## src/rtl/stig_pkg.sv

```systemverilog
/*
 * Shared constants and types of the stage thread initiation gate.
 * Assumes one pipeline clock and an APB register port with 32-bit data.
 */
package stig_pkg;

    ////////////////////////////////////////////////////////////////////////
    // Register map (byte addresses)
    localparam logic [7:0] REG_CTRL = 8'h00;
    localparam logic [7:0] REG_LIMIT = 8'h04;
    localparam logic [7:0] REG_STATUS = 8'h08;
    localparam logic [7:0] REG_ISSUED = 8'h0c;

    // Control register fields
    localparam int CTRL_EN_BIT = 0;
    localparam int CTRL_STAGE_LSB = 1;
    localparam int STAGE_W = 3;
    localparam int CTRL_TOPO_LSB = 4;
    localparam int TOPO_W = 2;
    localparam int CTRL_W = 6;
    localparam logic [5:0] CTRL_RESET = 6'h00;

    // Status register fields
    localparam int STAT_STATE_LSB = 16;
    localparam int STAT_HELD_BIT = 20;

    // Thread limit of one is always a safe start
    localparam int LIMIT_RESET = 1;

    // Cycles spent building thread input data before submission
    localparam int GATHER_CYCLES = 2;
    localparam int ISSUED_W = 16;

    // Vertex pair and single vertex entry counts
    localparam logic [1:0] PAIR_ENTRIES = 2'h2;
    localparam logic [1:0] SINGLE_ENTRY = 2'h1;

    ////////////////////////////////////////////////////////////////////////
    typedef enum logic [2:0] {
        STAGE_VERTEX,
        STAGE_GEOMETRY,
        STAGE_VIEWVOL,
        STAGE_SETUP,
        STAGE_WINDOW
    } stig_stage_e;

    typedef enum logic [1:0] {
        TOPO_LIST,
        TOPO_LINE_CONN,
        TOPO_FAN,
        TOPO_STRIP
    } stig_topo_e;

    typedef enum logic [1:0] {
        ST_IDLE,
        ST_GATHER,
        ST_SUBMIT
    } stig_state_e;

endpackage : stig_pkg

```

## src/rtl/stig_cnt_if.sv

```systemverilog
/*
 * Carrier between the gate and its concurrent thread counter.
 * Assumes both ends run on the same pipeline clock.
 */
interface stig_cnt_if #(
    parameter int CNT_W = 8
);
    logic inc;
    logic dec;
    logic [CNT_W-1:0] limit;
    logic [CNT_W-1:0] count;
    logic below;

    modport ctr (input inc, input dec, input limit,
                 output count, output below);
    modport user (output inc, output dec, output limit,
                  input count, input below);
endinterface : stig_cnt_if

```

## src/rtl/stig_gate.sv

```systemverilog
/*
 * Thread initiation gate of one thread-spawning pipeline stage, with its
 * APB register port. The stage kind and topology are set by software.
 * Assumes all stage-side inputs come from logic on core_clk, and that the
 * dispatcher holds disp_ready only for a request it really takes.
 */
// Operation
// RULE_01: Request only with inputs buffered and resources checked
// RULE_02: Build thread input first, then submit request
// RULE_03: Dispatcher launches thread when execution unit frees
// RULE_04: Thread start order may differ from requests
// RULE_05: Vertex stage pairs vertices; single on flush
// RULE_06: Object stages wait for all object vertices
// RULE_07: Windowing stage launches on demand, no outputs
// RULE_08: Vertex stage needs one output per input
// RULE_09: Geometry and view-volume need one free output
// RULE_10: Setup stage needs one free output entry
// RULE_11: Request only while count below thread limit
// RULE_12: Windowing stage waits for scoreboard clearance
// RULE_13: Strip and fan keep entries one object longer
// RULE_14: Software sizes geometry outputs per topology minimum
// RULE_15: Single thread gets worst-case object entries
// RULE_16: N threads of P entries need N times P
// RULE_17: Software caps threads to fit scratch memory
// RULE_18: Serialized stream output needs thread limit one
// RULE_19: Limit of one at every stage works
// RULE_20: Count up on accept, down on completion
module stig_gate #(
    parameter int CNT_W = 8, // width of thread limit and count
    parameter int OUT_W = 8, // width of free output entry count
    parameter int ADDR_W = 8 // APB address width
) (
    input wire logic core_clk, // pipeline clock, 100 MHz
    input wire logic rst_b, // synchronous reset, active low
    input wire logic psel, // APB select
    input wire logic penable, // APB access phase
    input wire logic pwrite, // APB write
    input wire logic [ADDR_W-1:0] paddr, // APB byte address
    input wire logic [31:0] pwdata, // APB write data
    output logic pready_q, // APB ready
    output logic [31:0] prdata_q, // APB read data
    output logic pslverr_q, // APB error, unmapped address
    input wire logic [1:0] in_cnt, // buffered input entries
    input wire logic obj_complete, // whole object buffered
    input wire logic flush_req, // flush or state change pending
    input wire logic raster_demand, // windowing wants a thread
    input wire logic sb_clear, // scoreboard allows a launch
    input wire logic [OUT_W-1:0] out_free, // free output entries
    input wire logic disp_ready, // dispatcher takes request
    input wire logic thread_done, // one thread completed
    output logic disp_req_q, // request to dispatcher
    output logic [1:0] disp_entries_q, // input entries in request
    output logic in_consume_q, // input entries consumed, pulse
    output logic ref_release_q // older object entries free, pulse
);

    ////////////////////////////////////////////////////////////////////////
    // Decode helpers

    // Connected topologies reuse the previous object's vertices
    function automatic logic holds_refs(input stig_pkg::stig_topo_e t);
        holds_refs = (t == stig_pkg::TOPO_LINE_CONN) ||
                     (t == stig_pkg::TOPO_FAN) ||
                     (t == stig_pkg::TOPO_STRIP);
    endfunction : holds_refs

    ////////////////////////////////////////////////////////////////////////
    // Registers

    logic [stig_pkg::CTRL_W-1:0] ctrl_q;
    logic [CNT_W-1:0] limit_q;
    logic [stig_pkg::ISSUED_W-1:0] issued_q;
    logic held_q;
    stig_pkg::stig_state_e state_q;
    stig_pkg::stig_state_e state_d;
    logic [1:0] gather_q;
    logic [1:0] entries_d;

    stig_cnt_if #(.CNT_W(CNT_W)) cnt_if ();

    stig_thread_ctr #(.CNT_W(CNT_W)) u_ctr (
        .core_clk(core_clk),
        .rst_b(rst_b),
        .cnt(cnt_if)
    );

    ////////////////////////////////////////////////////////////////////////
    // APB slave: one wait state, write takes effect with pready

    logic acc_first;
    logic acc_done;
    logic wr_en;
    logic hit_ctrl;
    logic hit_limit;
    logic hit_status;
    logic hit_issued;
    logic hit_any;
    logic [31:0] rd_mux;

    assign acc_first = psel && penable && !pready_q;
    assign acc_done = psel && penable && pready_q;
    assign wr_en = acc_done && pwrite;
    assign hit_ctrl = paddr == ADDR_W'(stig_pkg::REG_CTRL);
    assign hit_limit = paddr == ADDR_W'(stig_pkg::REG_LIMIT);
    assign hit_status = paddr == ADDR_W'(stig_pkg::REG_STATUS);
    assign hit_issued = paddr == ADDR_W'(stig_pkg::REG_ISSUED);
    assign hit_any = hit_ctrl || hit_limit || hit_status || hit_issued;

    logic [31:0] status_word;
    assign status_word = 32'(cnt_if.count) |
        (32'(state_q) << stig_pkg::STAT_STATE_LSB) |
        (32'(held_q) << stig_pkg::STAT_HELD_BIT);

    assign rd_mux = hit_ctrl ? 32'(ctrl_q) :
                    hit_limit ? 32'(limit_q) :
                    hit_status ? status_word :
                    hit_issued ? 32'(issued_q) : 32'h0000_0000;

    always_ff @(posedge core_clk) begin
        if (!rst_b) begin
            pready_q <= 1'b0;
            prdata_q <= 32'h0000_0000;
            pslverr_q <= 1'b0;
        end else begin
            pready_q <= acc_first;
            prdata_q <= acc_first && !pwrite ? rd_mux : 32'h0000_0000;
            pslverr_q <= acc_first && !hit_any;
        end
    end

    always_ff @(posedge core_clk) begin
        if (!rst_b) begin
            ctrl_q <= stig_pkg::CTRL_RESET;
            limit_q <= CNT_W'(stig_pkg::LIMIT_RESET); // see RULE_19
        end else begin
            if (wr_en && hit_ctrl) begin
                ctrl_q <= pwdata[stig_pkg::CTRL_W-1:0];
            end
            if (wr_en && hit_limit) begin
                limit_q <= pwdata[CNT_W-1:0];
            end
        end
    end

    ////////////////////////////////////////////////////////////////////////
    // Launch conditions

    logic enable;
    stig_pkg::stig_stage_e stage;
    stig_pkg::stig_topo_e topo;
    logic is_vertex;
    logic is_window;
    logic is_object;
    logic input_ok;
    logic output_ok;
    logic order_ok;
    logic launch;
    logic accept;

    assign enable = ctrl_q[stig_pkg::CTRL_EN_BIT];
    assign stage = stig_pkg::stig_stage_e'(
        ctrl_q[stig_pkg::CTRL_STAGE_LSB +: stig_pkg::STAGE_W]);
    assign topo = stig_pkg::stig_topo_e'(
        ctrl_q[stig_pkg::CTRL_TOPO_LSB +: stig_pkg::TOPO_W]);
    assign is_vertex = stage == stig_pkg::STAGE_VERTEX;
    assign is_window = stage == stig_pkg::STAGE_WINDOW;
    assign is_object = stage == stig_pkg::STAGE_GEOMETRY ||
                       stage == stig_pkg::STAGE_VIEWVOL ||
                       stage == stig_pkg::STAGE_SETUP;

    // A pair normally; a lone vertex only when a flush forces it
    assign entries_d = in_cnt >= stig_pkg::PAIR_ENTRIES ?
                       stig_pkg::PAIR_ENTRIES : stig_pkg::SINGLE_ENTRY;

    assign input_ok = is_vertex ? (in_cnt >= stig_pkg::PAIR_ENTRIES ||
                                   (in_cnt != 2'h0 && flush_req)) : // see RULE_05
                      is_object ? obj_complete : // see RULE_06
                      is_window ? raster_demand : 1'b0; // see RULE_07

    // One output per input entry for vertices, one for object stages
    assign output_ok = is_vertex ? out_free >= OUT_W'(entries_d) : // see RULE_08
                       is_object ? out_free != '0 : // see RULE_09 RULE_10
                       is_window; // see RULE_07

    assign order_ok = !is_window || sb_clear; // see RULE_12

    assign launch = enable && state_q == stig_pkg::ST_IDLE && input_ok &&
                    output_ok && order_ok && cnt_if.below; // see RULE_01 RULE_11
    assign accept = disp_req_q && disp_ready;

    assign cnt_if.inc = accept; // see RULE_20
    assign cnt_if.dec = thread_done; // see RULE_20
    assign cnt_if.limit = limit_q;

    ////////////////////////////////////////////////////////////////////////
    // Request sequencing: gather payload, then hold request until taken

    always_comb begin
        state_d = state_q;
        case (state_q)
            stig_pkg::ST_IDLE: begin
                if (launch) begin
                    state_d = stig_pkg::ST_GATHER;
                end
            end
            stig_pkg::ST_GATHER: begin
                if (gather_q == 2'(stig_pkg::GATHER_CYCLES - 1)) begin
                    state_d = stig_pkg::ST_SUBMIT; // see RULE_02
                end
            end
            stig_pkg::ST_SUBMIT: begin
                if (disp_ready) begin
                    state_d = stig_pkg::ST_IDLE;
                end
            end
            default: begin
                state_d = stig_pkg::ST_IDLE;
            end
        endcase
    end

    always_ff @(posedge core_clk) begin
        if (!rst_b) begin
            state_q <= stig_pkg::ST_IDLE;
            gather_q <= 2'h0;
            disp_entries_q <= 2'h0;
        end else begin
            state_q <= state_d;
            gather_q <= state_q == stig_pkg::ST_GATHER ?
                        gather_q + 2'h1 : 2'h0;
            if (launch) begin
                disp_entries_q <= is_vertex ? entries_d : 2'h0;
            end
        end
    end

    // The dispatcher may start these in any order; nothing here waits
    always_ff @(posedge core_clk) begin
        if (!rst_b) begin
            disp_req_q <= 1'b0;
            in_consume_q <= 1'b0;
            issued_q <= '0;
        end else begin
            disp_req_q <= state_d == stig_pkg::ST_SUBMIT; // see RULE_02 RULE_04
            in_consume_q <= accept;
            if (accept) begin
                issued_q <= issued_q + stig_pkg::ISSUED_W'(1);
            end
        end
    end

    ////////////////////////////////////////////////////////////////////////
    // Reference release of stage entries; view-volume stage holds one object longer in connected topologies

    logic keep_refs;
    assign keep_refs = stage == stig_pkg::STAGE_VIEWVOL && holds_refs(topo);

    // In connected topologies the first finished object is held; later ones free the older one
    always_ff @(posedge core_clk) begin
        if (!rst_b) begin
            held_q <= 1'b0;
            ref_release_q <= 1'b0;
        end else begin
            ref_release_q <= thread_done && (!keep_refs || held_q); // see RULE_13
            if (flush_req && !thread_done) begin
                held_q <= 1'b0;
            end else if (thread_done && keep_refs) begin
                held_q <= 1'b1; // see RULE_13
            end
        end
    end

    logic idle_en;
    assign idle_en = enable && state_q == stig_pkg::ST_IDLE;
endmodule : stig_gate

```

## src/rtl/stig_thread_ctr.sv

```systemverilog
/*
 * Concurrent thread counter with limit compare.
 * Assumes inc and dec are single-cycle pulses on the pipeline clock.
 */
module stig_thread_ctr #(
    parameter int CNT_W = 8
) (
    input wire logic core_clk, // pipeline clock
    input wire logic rst_b, // synchronous reset, active low
    stig_cnt_if.ctr cnt // counter requests and result
);

    logic [CNT_W-1:0] count_q;
    logic [CNT_W-1:0] count_d;
    logic at_max;

    assign at_max = &count_q;

    // Completions may come in any order, so only the total matters
    always_comb begin
        count_d = count_q;
        if (cnt.inc && !cnt.dec && !at_max) begin
            count_d = count_q + CNT_W'(1); // see RULE_20
        end else if (cnt.dec && !cnt.inc && count_q != '0) begin
            count_d = count_q - CNT_W'(1); // see RULE_04
        end
    end

    always_ff @(posedge core_clk) begin
        if (!rst_b) begin
            count_q <= '0;
        end else begin
            count_q <= count_d;
        end
    end

    assign cnt.count = count_q;
    assign cnt.below = count_q < cnt.limit; // see RULE_11

endmodule : stig_thread_ctr

```

## config.mk

```make
export PLATFORM = sky130hd
export DESIGN_NAME = stig_gate
export DESIGN_NICKNAME = d
export VERILOG_FILES = /design/src/rtl/stig_pkg.sv /design/src/rtl/stig_cnt_if.sv /design/src/rtl/stig_gate.sv /design/src/rtl/stig_thread_ctr.sv
export SDC_FILE = /design/constraint.sdc
export NUM_CORES = 1
export LEC_CHECK = 0
export ABC_AREA = 1
export BUFFER_PORTS_ARGS = -buffer_cell sky130_fd_sc_hd__buf_2
export CAP_MARGIN = 0
export CELL_PAD_IN_SITES_DETAIL_PLACEMENT = 1
export CELL_PAD_IN_SITES_GLOBAL_PLACEMENT = 1
export CORE_MARGIN = 10
export CORE_UTILIZATION = 37
export CTS_CLUSTER_SIZE = 25
export DETAILED_ROUTE_END_ITERATION = 6
export GPL_ROUTABILITY_DRIVEN = 0
export MAX_ROUTING_LAYER = met4
export PLACE_DENSITY = 0.85
export RECOVER_POWER = 50
export SLEW_MARGIN = 20
export SYNTH_ARGS = -nofsm -noshare
export SYNTH_HDL_FRONTEND = slang
export SYNTH_SLANG_ARGS = --single-unit
```

## constraint.sdc

```tcl
create_clock -name core_clk -period 2.6 [get_ports core_clk]
set_input_delay 0.26 -clock core_clk [delete_from_list [all_inputs] [get_ports core_clk]]
set_output_delay 0.26 -clock core_clk [all_outputs]
set_load 0.005 [all_outputs]
```

# Yosys cells after proc, flatten, opt, wreduce, memory -nomap -nowiden
# Cells that the tools add are included.
# W data, S select, Z words.
[classes] bitwise_logic=4 n_eq_ne=14 n_reduce_logical=54 n_mul=0 muxes=17 n_lt_le_gt_ge=3 shifts=0 div_mod_pow=0 add_sub_neg=4
[ops] operator="$mux W8" n=3
[ops] operator="$logic_and A1 B1 Y1" n=23
[ops] operator="$mux W21" n=1
[ops] operator="$or A18 B21 Y21" n=1
[ops] operator="$or A8 B18 Y18" n=1
[ops] operator="$add A16 B1 Y16 const B" n=1
[ops] operator="$eq A8 B4 Y1 const B" n=2
[ops] operator="$mux W16" n=1
[ops] operator="$reduce_bool A8 Y1" n=2
[ops] operator="$logic_or A1 B1 Y1" n=10
[ops] operator="$mux W2" n=5
[ops] operator="$add A8 B1 Y8 const B" n=1
[ops] operator="$eq A2 B2 Y1 const B" n=4
[ops] operator="$eq A8 B3 Y1 const B" n=1
[ops] operator="$ge A8 B2 Y1" n=1
[ops] operator="$logic_not A1 Y1" n=8
[ops] operator="$logic_not A8 Y1" n=1
[ops] operator="$lt A8 B8 Y1" n=1
[ops] operator="$reduce_and A8 Y1" n=1
[ops] operator="$sub A8 B1 Y8 const B" n=1
[ops] operator="$eq A2 B1 Y1 const B" n=3
[ops] operator="$eq A3 B2 Y1 const B" n=2
[ops] operator="$mux W6" n=1
[ops] operator="$pmux W2 S3" n=1
[ops] operator="other kinds (13)" n=20
[word_totals] romBits=0 reg_bits=71 mem_bits_rw=0 latchBits=0 memories=0 input_bits=61 elab_cells=112

# Longest topological paths before layout
[logic_depth] ltp_word=12 ltp_mapped=12 ltp_nobuf=12

# By module
# From an unflattened synthesis, not the netlist that was laid out.
[hier_totals] cells_unflattened=550 hier_area_um2=3831.2
[by_module_without_submodules] module="stig_gate" area_per_inst_um2=2964.1 n_inst=1 cells_each=413
[by_module_without_submodules] module="stig_thread_ctr" area_per_inst_um2=867.1 n_inst=1 cells_each=137

# Least setup slack after synthesis
# No wires, ideal clock.
[synth_path] path_type="reg2reg" from="register u_ctr.count_q[1], in the netlist u_ctr.cnt.count[1]" to="register u_ctr.count_q[7], in the netlist u_ctr.cnt.count[7]" required_time_ns=2.485 setup_ns=0.115 n_path_buf=0 t_arrival_ns=2.047 period_less_slack_ns=2.162 slack_ns=0.438 path_stages_with_launch=9 cell_sequence="dfxtp_1 nand4_1 o21ai_1 ha_1 a21o_1 a21boi_0 nand3_1 a21oi_1 nor2_1"
[synth_between] elab_chain_len=4 word_cells_on_any_way=10 cone_classes="add/sub (2); mux (2); reduce/logical (6)"
[synth_lines] element="from (decl)" line_no="stig_thread_ctr.sv:13" source="logic [CNT_W-1:0] count_q;"
[synth_lines] element="from (signal assigned)" line_no="stig_thread_ctr.sv:33" source="count_q <= count_d;"
[synth_lines] element="parallel branches: the longest is 4 deep, another holds $sub A8 B1 Y8"
# Several ways; the timed one is not identified. The select of a mux whose other input is x is not followed.
# A chain may end at the register's enable or synchronous reset.

# Worst setup path after layout
# Same ends and word-level chain as after synthesis.

==> key figures <==
Power
  • Pleak: 0.00177 uW
  • Peak VDD IR: ~0.00021 V
  • P per Cell Area: roughly 650 nW/um^2

CTS
  • CTS Buf Count: 9
  • TritonCTS clock tree: done
  • Max clock buf depth: 2
  • # H-tree levels: 3
  • Clock Sinks: slightly below 70
  • Clock transition at path regs: approximately 0.08 ns
  • Worst-skew pair later-pin latency: 0.35 ns
  • CTS Root Cell: clkbuf_8
  • Post-CTS setup buffer count: 0

Global route
  • Largest net degree at the start of global routing: 20
  • First-pass GRT wire length: roughly 17 mm
  • GRT overflow: 0
  • GRT Resource Usage Total: 15.5%
  • Initial antenna violation count: 0
  • Vias in the first global route: 3638

Cells and area
  • Area delta synth->final: 16.3%
  • Proportion of layout cells with a drive suffix above 1: 15.8%
  • FILL cells: roughly 1200
  • Nets: 626
  • # diodes: 0

Synth
  • Synth cell count leaders: nand2_1 (86), dfxtp_1 (69), nor2_1 (67), inv_1 (51)
  • YS warnings: 0
  • Post-synth EDFFs: 0
  • Seq/Total Area, Yosys: between 30 and 40%
  • Post-synthesis async set-or-reset flop share: 0%
  • Flops & latches, synth: 69
  • Unique cell type count in the Yosys netlist: 44
  • Cells taking the most area after synthesis: dfxtp_1 (39%), nand2_1 (9.2%), nor2_1 (7.1%)
  • Avg Synthesized Cell Area: ~7.4 um^2
  • Cell with the most instances after synthesis: nand2_1
  • Synth Instances: 477
  • Ys flop type: dfxtp_1
  • Area share of the largest cell type after synthesis: roughly two fifths
  • Mapped Area: between 3000 and 4000 um^2
  • Synth area leader: dfxtp_1

Timing
  • Peak Freq: between 400 and 500 MHz
  • Final setup fails: 0
  • Setup Skew: 0.0123 ns
  • Rel. slew slack: between 30% and 40%
  • Final Slew Violations: 0
  • Final Critical Period: approximately 2.4 ns
  • TNS Setup: 0 ns
  • Worst slew pin tran: approximately 0.94 ns
  • Final Hold Viols: 0
  • Final worst-path cycle share: around nine tenths
  • Setup WS post-layout: around 0.22 ns
  • RSZ-0062 raised after global routing: no

Critical path
  • Worst Path Max Fanout: 7
  • Worst Path Arrival: 2.67 ns
  • CP Capture Type: flip-flop
  • RR Startpoint: u_ctr.cnt.count[1]$_SDFFE_PN0P_
  • Required time of the critical path: 2.89 ns
  • Crit Path Category: flip-flop to flip-flop
  • Worst setup startpoint: u_ctr.cnt.count[1]$_SDFFE_PN0P_
  • Startpoint types: flip-flop

Detailed routing
  • Via/cell ratio: around 5
  • DRT iter0 DRCs: approximately 180
  • DRC viols: 0
  • First-pass DRT Iterations: 4
  • Via count: 3395
  • ANT nets after route: 0
  • Final wirelength: 10.6 mm
  • Wirelength per Cell: 15.5 um

Outcome
  • Status: finished clean

Floorplanning
  • Rows: 35
  • DIE WIDTH: roughly 120 um
  • Area of the core: 9240 um^2
  • Die Span Y: about 120 um
  • # IOs: 100
  • Initial Util: a little under two fifths
  • DIE AREA: ~14000 um^2

Place
  • # port buffers: just over 60
  • Worst slack at placement: about 0.2 ns
  • Post-DP HPWL: 8.22 mm

Run
  • MaxCap Viol Count: 0

Worst hold path
  • Hold crit path type: input pin to flip-flop
  • Hold Crit Start: disp_ready
layer usage:
metal  global-route usage (%)  share of wire (%)
met1                     16.7                 43
met5                        -                  0
met2                     27.1                 52
met4                     6.18                2.6
met3                     3.55                2.8
cell families after synthesis:
group | count (synthesis) | share of synthesized area, %
compound gates | 78 | 12.3
buf+inv | 79 | 10.4
xor+xnor | 7 | 1.74
flops | 69 | 39.2
other cells | 1 | 0.106
fa+ha+maj | 18 | 6.60
simple gates | 225 | 29.7
sequential cells by signal, indices dropped and copies added, names as in the netlist:
register and count:
ctrl_q 6, pready_q 1, u_ctr.cnt.count 8, pslverr_q 1, disp_req_q 1, in_consume_q 1
issued_q 16, state_q 2, disp_entries_q 2, ref_release_q 1, prdata_q 19, gather_q 2
held_q 1, cnt_if.limit 8
critical path, stage by stage, from the launching register on:
cell and delay (ns):
dfxtp_1 0.48, nand4_1 0.18, o21ai_2 0.31, ha_1 0.36
a21o_1 0.21, a21boi_0 0.30, nand3_1 0.16, nand3_1 0.12
nand2_1 0.06, nor2_1 0.12
power breakdown:
group / switching (uW) / internal [uW]
registers: 55.5 / 1100
logic: 370 / 253
clock network: 412 / 487
total: 838 / 1840
repair_timing:
action / CTS / global route
gates resized for setup: 0 / 1
setup endpoints to repair: 0 / 1
hold buffers: 0 / 0
final cells by class:
class	count	area (um^2)	share of cell area (%)
Clock buffer	11	151	3.69
Sequential cell	69	1380	33.7
Tap cell	129	161	3.94
Timing Repair Buffer	68	318	7.75
Clock inverter	4	47.5	1.16
Inverter	58	220	5.37
Multi-Input combinational cell	341	1820	44.4
cell usage in the layout (no fill, tap or decap), types with 2 or more instances in the layout:
master	netlist	layout
clkbuf_1	2	24
xnor2_1	6	6
dfxtp_1	69	69
o21ai_0	18	20
o32ai_1	2	2
nor3_1	3	3
a21oi_2	2	2
inv_1	51	52
nand4_1	11	11
nand2_1	86	86
ha_1	17	17
conb_1	1	13
buf_2	2	38
buf_1	2	2
nand3_1	35	35
inv_2	6	5
clkinv_2	0	2
clkbuf_8	0	11
nor2_4	4	4
buf_4	13	4
nand2_2	7	7
o21ai_1	12	10
o21a_1	2	2
nor2_1	67	68
nor3_2	2	2
a21oi_1	35	35
per-stage QoR:
step                std cells  area [um^2]  util, %  hold WS, ns  total power (uW)
floorplan                 489         3570        -        0.377              1600
global placement          665         3940     42.7        0.408              1740
detailed placement        665         3940     42.7        0.416              1780
CTS                       680         4140     44.8        0.142              2690
global route              680         4100     44.4        0.144              2830
finish                    680         4100     44.4        0.148              2670
final timing paths:
kind         depth (start not counted)  slack, ns                              end
max                                  9       0.22  u_ctr.cnt.count[7]$_SDFFE_PN0P_
max reg2reg                          9       0.22  u_ctr.cnt.count[7]$_SDFFE_PN0P_
min reg2reg                          1       0.42           gather_q[0]$_SDFF_PN0_
min                                  2       0.15            disp_req_q$_SDFF_PN0_
No activity file was read; power rests on OpenSTA's default activity.
